**config.mk**
```make
export PLATFORM = sky130hd
export DESIGN_NAME = dusc_top
export DESIGN_NICKNAME = d
export VERILOG_FILES = /design/src/dusc_pkg.sv /design/src/dusc_slew.sv /design/src/dusc_top.sv
export SDC_FILE = /design/constraint.sdc
export NUM_CORES = 1
export LEC_CHECK = 0
export ABC_AREA = 1
export BUFFER_PORTS_ARGS = -buffer_cell sky130_fd_sc_hd__buf_2
export CORE_ASPECT_RATIO = 1.5
export CORE_MARGIN = 1.5
export CORE_UTILIZATION = 55
export DETAILED_ROUTE_END_ITERATION = 10
export GPL_TIMING_DRIVEN = 0
export PLACE_DENSITY = 0.83
export SLEW_MARGIN = 10
export SYNTH_ARGS = -nofsm -noshare
export SYNTH_HDL_FRONTEND = slang
export SYNTH_HIERARCHICAL = 1
export SYNTH_SLANG_ARGS = --single-unit
```
**constraint.sdc**
```tcl
create_clock -name CLK_SYS -period 4.18 [get_ports CLK_SYS]
set_clock_uncertainty 0.2 [all_clocks]
set_input_delay 0.627 -clock CLK_SYS [delete_from_list [all_inputs] [get_ports CLK_SYS]]
set_output_delay 0.627 -clock CLK_SYS [all_outputs]
set_load 0.01 [all_outputs]
```
**src/dusc_pkg.sv**
```systemverilog
// constants for the dac update and slew control block
package dusc_pkg;
   localparam int unsigned NUM_CH = 4;
   localparam int unsigned CODE_W = 13;
   localparam int unsigned CLK_HZ = 10_000_000;

   // register byte addresses, channel index in addr[3:2]
   localparam logic [7:0] ADDR_TARGET_BASE = 8'h00;
   localparam logic [7:0] ADDR_CLEAR_BASE = 8'h10;
   localparam logic [7:0] ADDR_APPLIED_BASE = 8'h20;
   localparam logic [7:0] ADDR_SETUP_BASE = 8'h30;
   localparam logic [7:0] ADDR_CMD_KEY = 8'h40;
   localparam logic [7:0] ADDR_STATUS = 8'h44;

   // output_setup_reg fields, then the busy field position of the status register
   localparam int unsigned POS_CLEAR_ALLOW = 0;
   localparam int unsigned POS_SLEW_MODE = 1;
   localparam int unsigned POS_STEP_SEL = 3;
   localparam int unsigned POS_RATE_SEL = 5;
   localparam int unsigned SETUP_W = 7;
   localparam int unsigned POS_STAT_BUSY = 4;

   localparam logic [CODE_W-1:0] RST_CODE = 13'h0000;
   localparam logic [SETUP_W-1:0] RST_SETUP = 7'h00;

   localparam logic [15:0] KEY_CLEAR = 16'h73D1;
   localparam logic [15:0] KEY_LOAD = 16'h953A;

   localparam logic [1:0] MODE_OFF = 2'h0;
   localparam logic [1:0] MODE_LINEAR = 2'h1;
   localparam logic [1:0] MODE_HART = 2'h2;

   localparam logic [CODE_W-1:0] STEP_0 = 13'h0040;
   localparam logic [CODE_W-1:0] STEP_1 = 13'h0078;
   localparam logic [CODE_W-1:0] STEP_2 = 13'h01F4;
   localparam logic [CODE_W-1:0] STEP_3 = 13'h071C;

   localparam int unsigned RATE_0_KHZ = 4;
   localparam int unsigned RATE_1_KHZ = 64;
   localparam int unsigned RATE_2_KHZ = 150;
   localparam int unsigned RATE_3_KHZ = 240;
   localparam int unsigned DIV_W = 12;
   localparam logic [DIV_W-1:0] RATE_0_DIV = DIV_W'(CLK_HZ / (RATE_0_KHZ * 1000));
   localparam logic [DIV_W-1:0] RATE_1_DIV = DIV_W'(CLK_HZ / (RATE_1_KHZ * 1000));
   localparam logic [DIV_W-1:0] RATE_2_DIV = DIV_W'(CLK_HZ / (RATE_2_KHZ * 1000));
   localparam logic [DIV_W-1:0] RATE_3_DIV = DIV_W'(CLK_HZ / (RATE_3_KHZ * 1000));

   // hart mode: smallest step at the slowest rate
   localparam logic [CODE_W-1:0] HART_STEP = STEP_0;
   localparam logic [DIV_W-1:0] HART_DIV = RATE_0_DIV;
endpackage

```
**src/dusc_slew.sv**
```systemverilog
// per-channel linear slew engine holding the code applied to one dac
`timescale 1ns/10ps
`default_nettype none
module dusc_slew (
   input wire logic clk,
   input wire logic rst_n,
   input wire logic load,
   input wire logic [12:0] load_val,
   input wire logic [1:0] mode,
   input wire logic [1:0] step_sel,
   input wire logic [1:0] rate_sel,
   output logic [12:0] code,
   output logic busy
);
   logic [12:0] code_q, code_d, goal_q, goal_d, step, diff;
   logic [11:0] cnt_q, cnt_d, div;
   logic busy_q, busy_d;

   always_comb begin
      if (mode == dusc_pkg::MODE_HART) begin
         step = dusc_pkg::HART_STEP; // RULE19
         div = dusc_pkg::HART_DIV;
      end else begin
         unique case (step_sel) // RULE14
            2'h0: step = dusc_pkg::STEP_0;
            2'h1: step = dusc_pkg::STEP_1;
            2'h2: step = dusc_pkg::STEP_2;
            2'h3: step = dusc_pkg::STEP_3;
         endcase
         unique case (rate_sel) // RULE15
            2'h0: div = dusc_pkg::RATE_0_DIV;
            2'h1: div = dusc_pkg::RATE_1_DIV;
            2'h2: div = dusc_pkg::RATE_2_DIV;
            2'h3: div = dusc_pkg::RATE_3_DIV;
         endcase
      end
      diff = (goal_q > code_q) ? goal_q - code_q : code_q - goal_q;
   end

   always_comb begin
      code_d = code_q;
      goal_d = goal_q;
      busy_d = busy_q;
      cnt_d = cnt_q;
      if (load) begin
         goal_d = load_val;
         cnt_d = 12'h000;
         if (mode == dusc_pkg::MODE_OFF) begin
            code_d = load_val; // RULE13
            busy_d = 1'b0;
         end else begin
            busy_d = (load_val != code_q);
         end
      end else if (busy_q) begin
         if (cnt_q >= div - 12'h001) begin
            cnt_d = 12'h000;
            // never overshoot: last increment lands on the goal
            if (diff <= step) begin
               code_d = goal_q; // RULE20
               busy_d = 1'b0;
            end else if (goal_q > code_q) begin
               code_d = code_q + step; // RULE14
            end else begin
               code_d = code_q - step; // RULE14
            end
         end else begin
            cnt_d = cnt_q + 12'h001;
         end
      end
   end

   always_ff @(posedge clk) begin
      if (!rst_n) begin
         code_q <= dusc_pkg::RST_CODE;
         goal_q <= dusc_pkg::RST_CODE;
         busy_q <= 1'b0;
         cnt_q <= 12'h000;
      end else begin
         code_q <= code_d;
         goal_q <= goal_d;
         busy_q <= busy_d;
         cnt_q <= cnt_d;
      end
   end

   // each increment also lands in the applied code register
   assign code = code_q; // RULE17
   assign busy = busy_q;
endmodule
`default_nettype wire

```
**src/dusc_top.sv**
```systemverilog
// dac update, clear and slew control with apb register access
//
// Summary of operation
// RULE1: each dac code comes from target, clear value, or the slew engine
// RULE2: command key 0x73D1 loads clear value into channels allowing clear
// RULE3: applied code register always holds the code currently at the dac
// RULE4: strobe high holds written codes pending; strobe low or key 0x953A applies
// RULE5: host pulses strobe only after the target code write completes
// RULE6: strobe held low applies each written code right after the write
// RULE7: applied code register updates in the cycle the dac code changes
// RULE8: clear only touches channels whose clear_allow bit is set
// RULE9: a 13-bit clear value per channel is the clear target
// RULE10: on clear the applied code updates with the dac code
// RULE11: clear wins over a pending strobe-driven update
// RULE12: host rewrites target after clear; no automatic restore
// RULE13: slew off applies the target in a single step
// RULE14: slew on moves by 64, 120, 500 or 1820 codes per increment
// RULE15: increments occur at 4, 64, 150 or 240 kHz
// RULE16: slew available on every channel for current and voltage output
// RULE17: applied code register updates on every slew increment
// RULE18: clear with slew enabled ramps to the clear value
// RULE19: per-channel mode field selects a hart-compatible slew
// RULE20: final increment loads the target exactly, never overshooting
//
// The address map and the APB interface to the registers were left to the implementer.
`timescale 1ns/10ps
`default_nettype none
module dusc_top (
   input wire logic CLK_SYS,
   input wire logic RST_N,
   input wire logic PSEL,
   input wire logic PENABLE,
   input wire logic PWRITE,
   input wire logic [7:0] PADDR,
   input wire logic [31:0] PWDATA,
   output logic [31:0] PRDATA,
   output logic PREADY,
   output logic PSLVERR,
   input wire logic LOAD_STROBE_N,
   output logic [12:0] DAC_CODE_0,
   output logic [12:0] DAC_CODE_1,
   output logic [12:0] DAC_CODE_2,
   output logic [12:0] DAC_CODE_3
);
   localparam int unsigned NCH = dusc_pkg::NUM_CH;

   logic [12:0] target_q [NCH];
   logic [12:0] target_d [NCH];
   logic [12:0] clear_q [NCH];
   logic [12:0] clear_d [NCH];
   logic [6:0] setup_q [NCH];
   logic [6:0] setup_d [NCH];
   logic [NCH-1:0] pending_q, pending_d;
   logic [NCH-1:0] ch_load, ch_busy, clr_allow;
   logic [NCH-1:0] tgt_wr;
   logic [12:0] ch_val [NCH];
   logic [12:0] applied [NCH];
   logic [31:0] prdata_q, prdata_d;
   logic pslverr_q, pslverr_d;
   logic wr_en, clear_key_wr, load_key_wr;
   logic [1:0] idx;
   logic strobe_s1_q, strobe_s2_q, strobe_s3_q, strobe_lvl_q, strobe_lvl_d;

   // unaligned writes are refused, as the error flag reports
   assign wr_en = PSEL && PENABLE && PWRITE && PADDR[1:0] == 2'h0;
   assign idx = PADDR[3:2];
   assign clear_key_wr = wr_en && PADDR == dusc_pkg::ADDR_CMD_KEY && PWDATA[15:0] == dusc_pkg::KEY_CLEAR;
   assign load_key_wr = wr_en && PADDR == dusc_pkg::ADDR_CMD_KEY && PWDATA[15:0] == dusc_pkg::KEY_LOAD;

   // strobe pin: three flops, level accepted when the last two agree
   assign strobe_lvl_d = (strobe_s2_q == strobe_s3_q) ? strobe_s3_q : strobe_lvl_q;

   always_ff @(posedge CLK_SYS) begin
      if (!RST_N) begin
         strobe_s1_q <= 1'b1;
         strobe_s2_q <= 1'b1;
         strobe_s3_q <= 1'b1;
         strobe_lvl_q <= 1'b1;
      end else begin
         strobe_s1_q <= LOAD_STROBE_N;
         strobe_s2_q <= strobe_s1_q;
         strobe_s3_q <= strobe_s2_q;
         strobe_lvl_q <= strobe_lvl_d;
      end
   end

   // register writes and the per-channel source select
   always_comb begin
      for (int i = 0; i < NCH; i++) begin
         target_d[i] = target_q[i];
         clear_d[i] = clear_q[i];
         setup_d[i] = setup_q[i];
         tgt_wr[i] = wr_en && PADDR[7:4] == dusc_pkg::ADDR_TARGET_BASE[7:4] && idx == 2'(i);
         clr_allow[i] = setup_q[i][dusc_pkg::POS_CLEAR_ALLOW];
         if (tgt_wr[i]) begin
            target_d[i] = PWDATA[12:0];
         end
         if (wr_en && PADDR[7:4] == dusc_pkg::ADDR_CLEAR_BASE[7:4] && idx == 2'(i)) begin
            clear_d[i] = PWDATA[12:0]; // RULE9
         end
         if (wr_en && PADDR[7:4] == dusc_pkg::ADDR_SETUP_BASE[7:4] && idx == 2'(i)) begin
            setup_d[i] = PWDATA[6:0];
         end
         pending_d[i] = pending_q[i];
         ch_load[i] = 1'b0;
         ch_val[i] = target_q[i];
         if (clear_key_wr && clr_allow[i]) begin
            // clear beats strobe; the old target is dropped for good
            ch_load[i] = 1'b1; // RULE2 RULE11 RULE18
            ch_val[i] = clear_q[i]; // RULE1 RULE8
            pending_d[i] = 1'b0; // RULE12
         end else if (pending_q[i] && (load_key_wr || !strobe_lvl_q)) begin
            ch_load[i] = 1'b1; // RULE4 RULE6
            pending_d[i] = 1'b0;
         end
         // a write landing with its own apply keeps the new value pending
         if (tgt_wr[i]) begin
            pending_d[i] = 1'b1; // RULE4
         end
      end
   end

   // read data captured in the setup phase so it sits in a flop
   always_comb begin
      prdata_d = prdata_q;
      pslverr_d = pslverr_q;
      if (PSEL && !PENABLE) begin
         prdata_d = 32'h0000_0000;
         pslverr_d = 1'b0;
         unique case (PADDR[7:4])
            dusc_pkg::ADDR_TARGET_BASE[7:4]: prdata_d[12:0] = target_q[idx];
            dusc_pkg::ADDR_CLEAR_BASE[7:4]: prdata_d[12:0] = clear_q[idx];
            dusc_pkg::ADDR_APPLIED_BASE[7:4]: prdata_d[12:0] = applied[idx]; // RULE3
            dusc_pkg::ADDR_SETUP_BASE[7:4]: prdata_d[6:0] = setup_q[idx];
            dusc_pkg::ADDR_CMD_KEY[7:4]: begin
               if (PADDR == dusc_pkg::ADDR_STATUS) begin
                  prdata_d[7:0] = {ch_busy, pending_q};
               end else if (PADDR != dusc_pkg::ADDR_CMD_KEY) begin
                  pslverr_d = 1'b1;
               end
            end
            default: pslverr_d = 1'b1;
         endcase
         if (PADDR[1:0] != 2'h0) begin
            pslverr_d = 1'b1;
         end
      end
   end

   always_ff @(posedge CLK_SYS) begin
      if (!RST_N) begin
         for (int i = 0; i < NCH; i++) begin
            target_q[i] <= dusc_pkg::RST_CODE;
            clear_q[i] <= dusc_pkg::RST_CODE;
            setup_q[i] <= dusc_pkg::RST_SETUP;
         end
         pending_q <= '0;
         prdata_q <= 32'h0000_0000;
         pslverr_q <= 1'b0;
      end else begin
         target_q <= target_d;
         clear_q <= clear_d;
         setup_q <= setup_d;
         pending_q <= pending_d;
         prdata_q <= prdata_d;
         pslverr_q <= pslverr_d;
      end
   end

   // one engine per channel, same for current and voltage output
   for (genvar g = 0; g < NCH; g++) begin : g_ch
      dusc_slew u_slew ( // RULE16
         .clk(CLK_SYS),
         .rst_n(RST_N),
         .load(ch_load[g]),
         .load_val(ch_val[g]),
         .mode(setup_q[g][dusc_pkg::POS_SLEW_MODE +: 2]), // RULE19
         .step_sel(setup_q[g][dusc_pkg::POS_STEP_SEL +: 2]),
         .rate_sel(setup_q[g][dusc_pkg::POS_RATE_SEL +: 2]),
         .code(applied[g]),
         .busy(ch_busy[g])
      );
   end

   // dac and applied code share one flop, so they never differ
   assign DAC_CODE_0 = applied[0]; // RULE7 RULE10
   assign DAC_CODE_1 = applied[1];
   assign DAC_CODE_2 = applied[2];
   assign DAC_CODE_3 = applied[3];
   assign PREADY = 1'b1;
   assign PRDATA = prdata_q;
   assign PSLVERR = pslverr_q;
endmodule
`default_nettype wire

```
==> results.tsv <==
metric	value	unit
register area share after synthesis	23.30	%
I/O Buffers	89	
Synth area leaders	dfxtp_1 (23%), nand2_1 (16%), ha_1 (12%)	
Most common cell on crit path	nand2_1	
worst skew pair latency	0.59	ns
synthesized cell area	26640	um2
switching share of power	24.70	%
Peak Freq	0.2469	GHz
Worst setup EP type	flip-flop	
placed instance count	4878	
R2R depth	26	
combinational power share	4.8	%
dpl hpwl	71.13	mm
drt wl/cell	18.74	um
initial drt markers	2571	
GRT Util Overall	36.26	%
syn avg cell area	6.393	um2
antenna violations before repair	0	
WHS Endpoint	strobe_s1_q	
Remaining DRCs	0	
min-delay src	LOAD_STROBE_N	
DR vias	28790	
# clock sinks	310	
htree depth	1	
Worst-Margin Slew	1.108	ns
VDD IR-drop max	301.5	uV
CP arrival	4.36	ns
flops & latches, synth	310	
fin util	64.54	%
grt ovf	0	
Pint	4.697	mW
Yosys Warn Count	6	
largest net degree at the start of global routing	23	
hold depth	2	
CTS tree	built	
FF-to-FF setup slack	0.13	ns
total wire length	94.42	mm
Crit path required time	4.49	ns
final hold vios	0	
critical path's top delay family	simple AND/OR/NAND/NOR gates	
net switching power	1.540	mW
Max Slew Vio Count	0	
LEAKAGE	14.82	nW
Clock power frac	48.2	%
total power	6.237	mW
final setup fails	0	
first-pass iteration count of the detailed router	6	
IO Pins	132	
Worst R2R End	g_ch[0].u_slew/code[12]	
Slew headroom	26.12	%
antenna cell count	0	
status	completed	
Die Height	272.5	um
clock-pin transition on the worst setup and hold timing paths	0.07	ns
# hold bufs at CTS	0	
Yosys top cell by area	dfxtp_1	
Pwr Density	202.6	nW/um2
CP Class	reg -> reg	
worst hold path class	in -> reg	
area growth from synthesis to layout	15.57	%
CORE AREA	47700	um2
layout cells sized above 1	15.41	%
die area	49790	um2
Final ANT Viol Nets	0	
min cycle time layout	4.050	ns
CP max stage delay	0.39	ns
Seq pwr share	47.0	%
non-filler instance count after layout	5039	
Row Count	98	
DIE WIDTH	182.7	um
asr flop ratio synth	0	%
final hold slack	0.03744	ns
CTS Buf Count	30	
post-synth cell types	60	
Worst path slowest cell	dfxtp_4	
fillcell total	4367	
critical path depth	26	
ys flop type	dfxtp_1	
Crit Path Max Fanout	6	
max-cap violations	0	
clock root buffer	clkbuf_16	
Post-synth EDFFs	0	
fin nets	4717	
GPL Wtd Cong	1.027	
CP bufs+invs	5	
Synth top area share	23.30	%
vias in the first global route	27140	
global-route wire length before repair	142.7	mm
crit path launch type	flip-flop	
Tcrit/Tclk final	96.90	%
Cells after Synth	4167	
Initial Utilization	55.85	%
Via density	5.712	
reg2reg start	g_ch[0].u_slew/code[5]	
clk buf depth	3	
-- final cells by class --
type	count	area, um2	area share (%)
multi-input combinational	3105	18020	58.54
sequential	310	6386	20.74
inverter	616	2320	7.535
timing repair buffer	194	1331	4.324
buffer	158	919.6	2.987
clock buffer	41	863.3	2.804
tap	600	750.7	2.439
clock inverter	15	193.9	0.6300
-- sequential cells by signal, indices dropped and copies added, names as in the netlist, 4 cells and up --
| register | flops |
|---|---|
| g_ch.u_slew/code | 52 |
| g_ch.u_slew/goal_q | 52 |
| clear_q | 52 |
| pending_q | 4 |
| clr_allow | 4 |
| target_q | 52 |
| g_ch.u_slew/cnt_q | 48 |
| setup_q | 24 |
| g_ch.u_slew/busy | 4 |
| PRDATA | 13 |
-- power groups by stage --
stage	clock [mW]	sequential (mW)	combinational [mW]
after floorplan	0	3.03	0.168
after global placement	0	3.03	0.282
after detailed placement	0	3.03	0.283
after CTS	3.01	2.94	0.285
after global routing	3.11	2.93	0.317
final	3.01	2.93	0.299
-- cells by family (layout without fill, tap and decap cells) --
group | count (synthesis) | in the layout | share of synthesized area (%)
multiplexers | 1 | 1 | 0.03758
XOR/XNOR | 161 | 161 | 5.293
AO/OA/AOI/OAI | 848 | 848 | 17.93
flip-flops | 310 | 310 | 23.30
adder cells (fa/ha/maj) | 256 | 256 | 12.02
buffers and inverters | 774 | 1024 | 12.00
other | 6 | 28 | 0.08454
AND/OR/NAND/NOR | 1811 | 1811 | 29.34
-- routing by layer --
metal	vias up	wire [um]	track usage [%]	part of all wire [%]
li1	13860	-	-	-
met1	13050	34690	40.04	37
met2	1388	43920	62.06	47
met3	487	6827	4.931	7.2
met4	0	8982	29.73	9.5
met5	-	0	0	0
-- cell usage in the layout (no fill, tap or decap), types with 15 or more instances in the layout --
cell type	count
nand2_1	1094
inv_1	583
a21oi_1	388
nor2_1	295
dfxtp_1	258
o21ai_0	257
ha_1	212
nand3_1	201
buf_4	129
buf_2	124
xor2_1	104
clkbuf_1	71
o21ai_2	66
xnor2_1	56
dfxtp_4	46
nand4_1	42
nand2_2	41
clkbuf_16	34
ha_4	34
conb_1	28
inv_2	27
o21ai_1	27
o22ai_1	22
nor2_2	19
nor3_1	18
nand3_2	18
nand2_4	18
buf_6	17
a21oi_2	15
o21bai_1	15
-- synth_stat cells, types with 19 or more instances --
| library cell | number |
|---|---|
| a21oi_1 | 394 |
| buf_2 | 40 |
| buf_4 | 33 |
| clkbuf_1 | 67 |
| dfxtp_1 | 310 |
| ha_1 | 256 |
| inv_1 | 588 |
| inv_2 | 21 |
| nand2_1 | 1114 |
| nand2_2 | 25 |
| nand3_1 | 204 |
| nand4_1 | 42 |
| nor2_1 | 307 |
| nor3_1 | 19 |
| o21ai_0 | 273 |
| o21ai_2 | 61 |
| o22ai_1 | 23 |
| xnor2_1 | 57 |
| xor2_1 | 104 |
-- per-stage QoR --
stage	cell area, um2	TNS (ns)	setup slack (ns)
final	30790	0	0.1296
after CTS	29300	0	0.001164
after detailed placement	27920	-18.99	-0.5362
after global routing	30790	-0.4673	-0.07508
after floorplan	26720	0	0.3864
after global placement	27920	-17.13	-0.5554
-- worst max-delay path by stage --
| stage | startpoint | endpoint | slack [ns] |
|---|---|---|---|
| 6_report | g_ch[0].u_slew/code[5] | g_ch[0].u_slew/code[12] | 0.13 |
| 5_1_grt | g_ch[1].u_slew/code[7] | g_ch[1].u_slew/code[2] | -0.08 |
| 4_1_cts | g_ch[0].u_slew/code[8] | g_ch[0].u_slew/code[12] | 0.001 |
| 3_5_place_dp | g_ch[1].u_slew/code[5] | g_ch[1].u_slew/code[2] | -0.54 |
| 3_3_place_gp | g_ch[1].u_slew/code[4] | g_ch[1].u_slew/code[5] | -0.56 |
| 2_1_floorplan | g_ch[0].u_slew/code[9] | g_ch[0].u_slew/code[9] | 0.39 |
-- worst register-to-register path, stage by stage, from the launching register on --
cell,delay (ns)
dfxtp_4,0.39
inv_1,0.09
ha_4,0.31
nand2_1,0.08
inv_2,0.10
nand2_2,0.08
nor3_2,0.12
nand2_2,0.07
nand2_2,0.10
nand2_4,0.08
buf_12,0.14
nand2_1,0.10
o21ai_4,0.09
o211ai_1,0.23
nand2_1,0.09
nand2_1,0.09
inv_1,0.06
ha_1,0.29
nand2_1,0.09
nor2_2,0.12
nand3_2,0.10
o31ai_4,0.31
nand2_4,0.16
buf_8,0.17
nand2_1,0.10
nand3_1,0.10
a21oi_1,0.13
-- repair_timing --
action,CTS,global route
buffers inserted,14,88
gates cloned,0,3
pin swaps,7,51
gates resized for setup,88,182
setup endpoints to repair,56,56
Note: power is estimated with default switching activity, not from simulation.
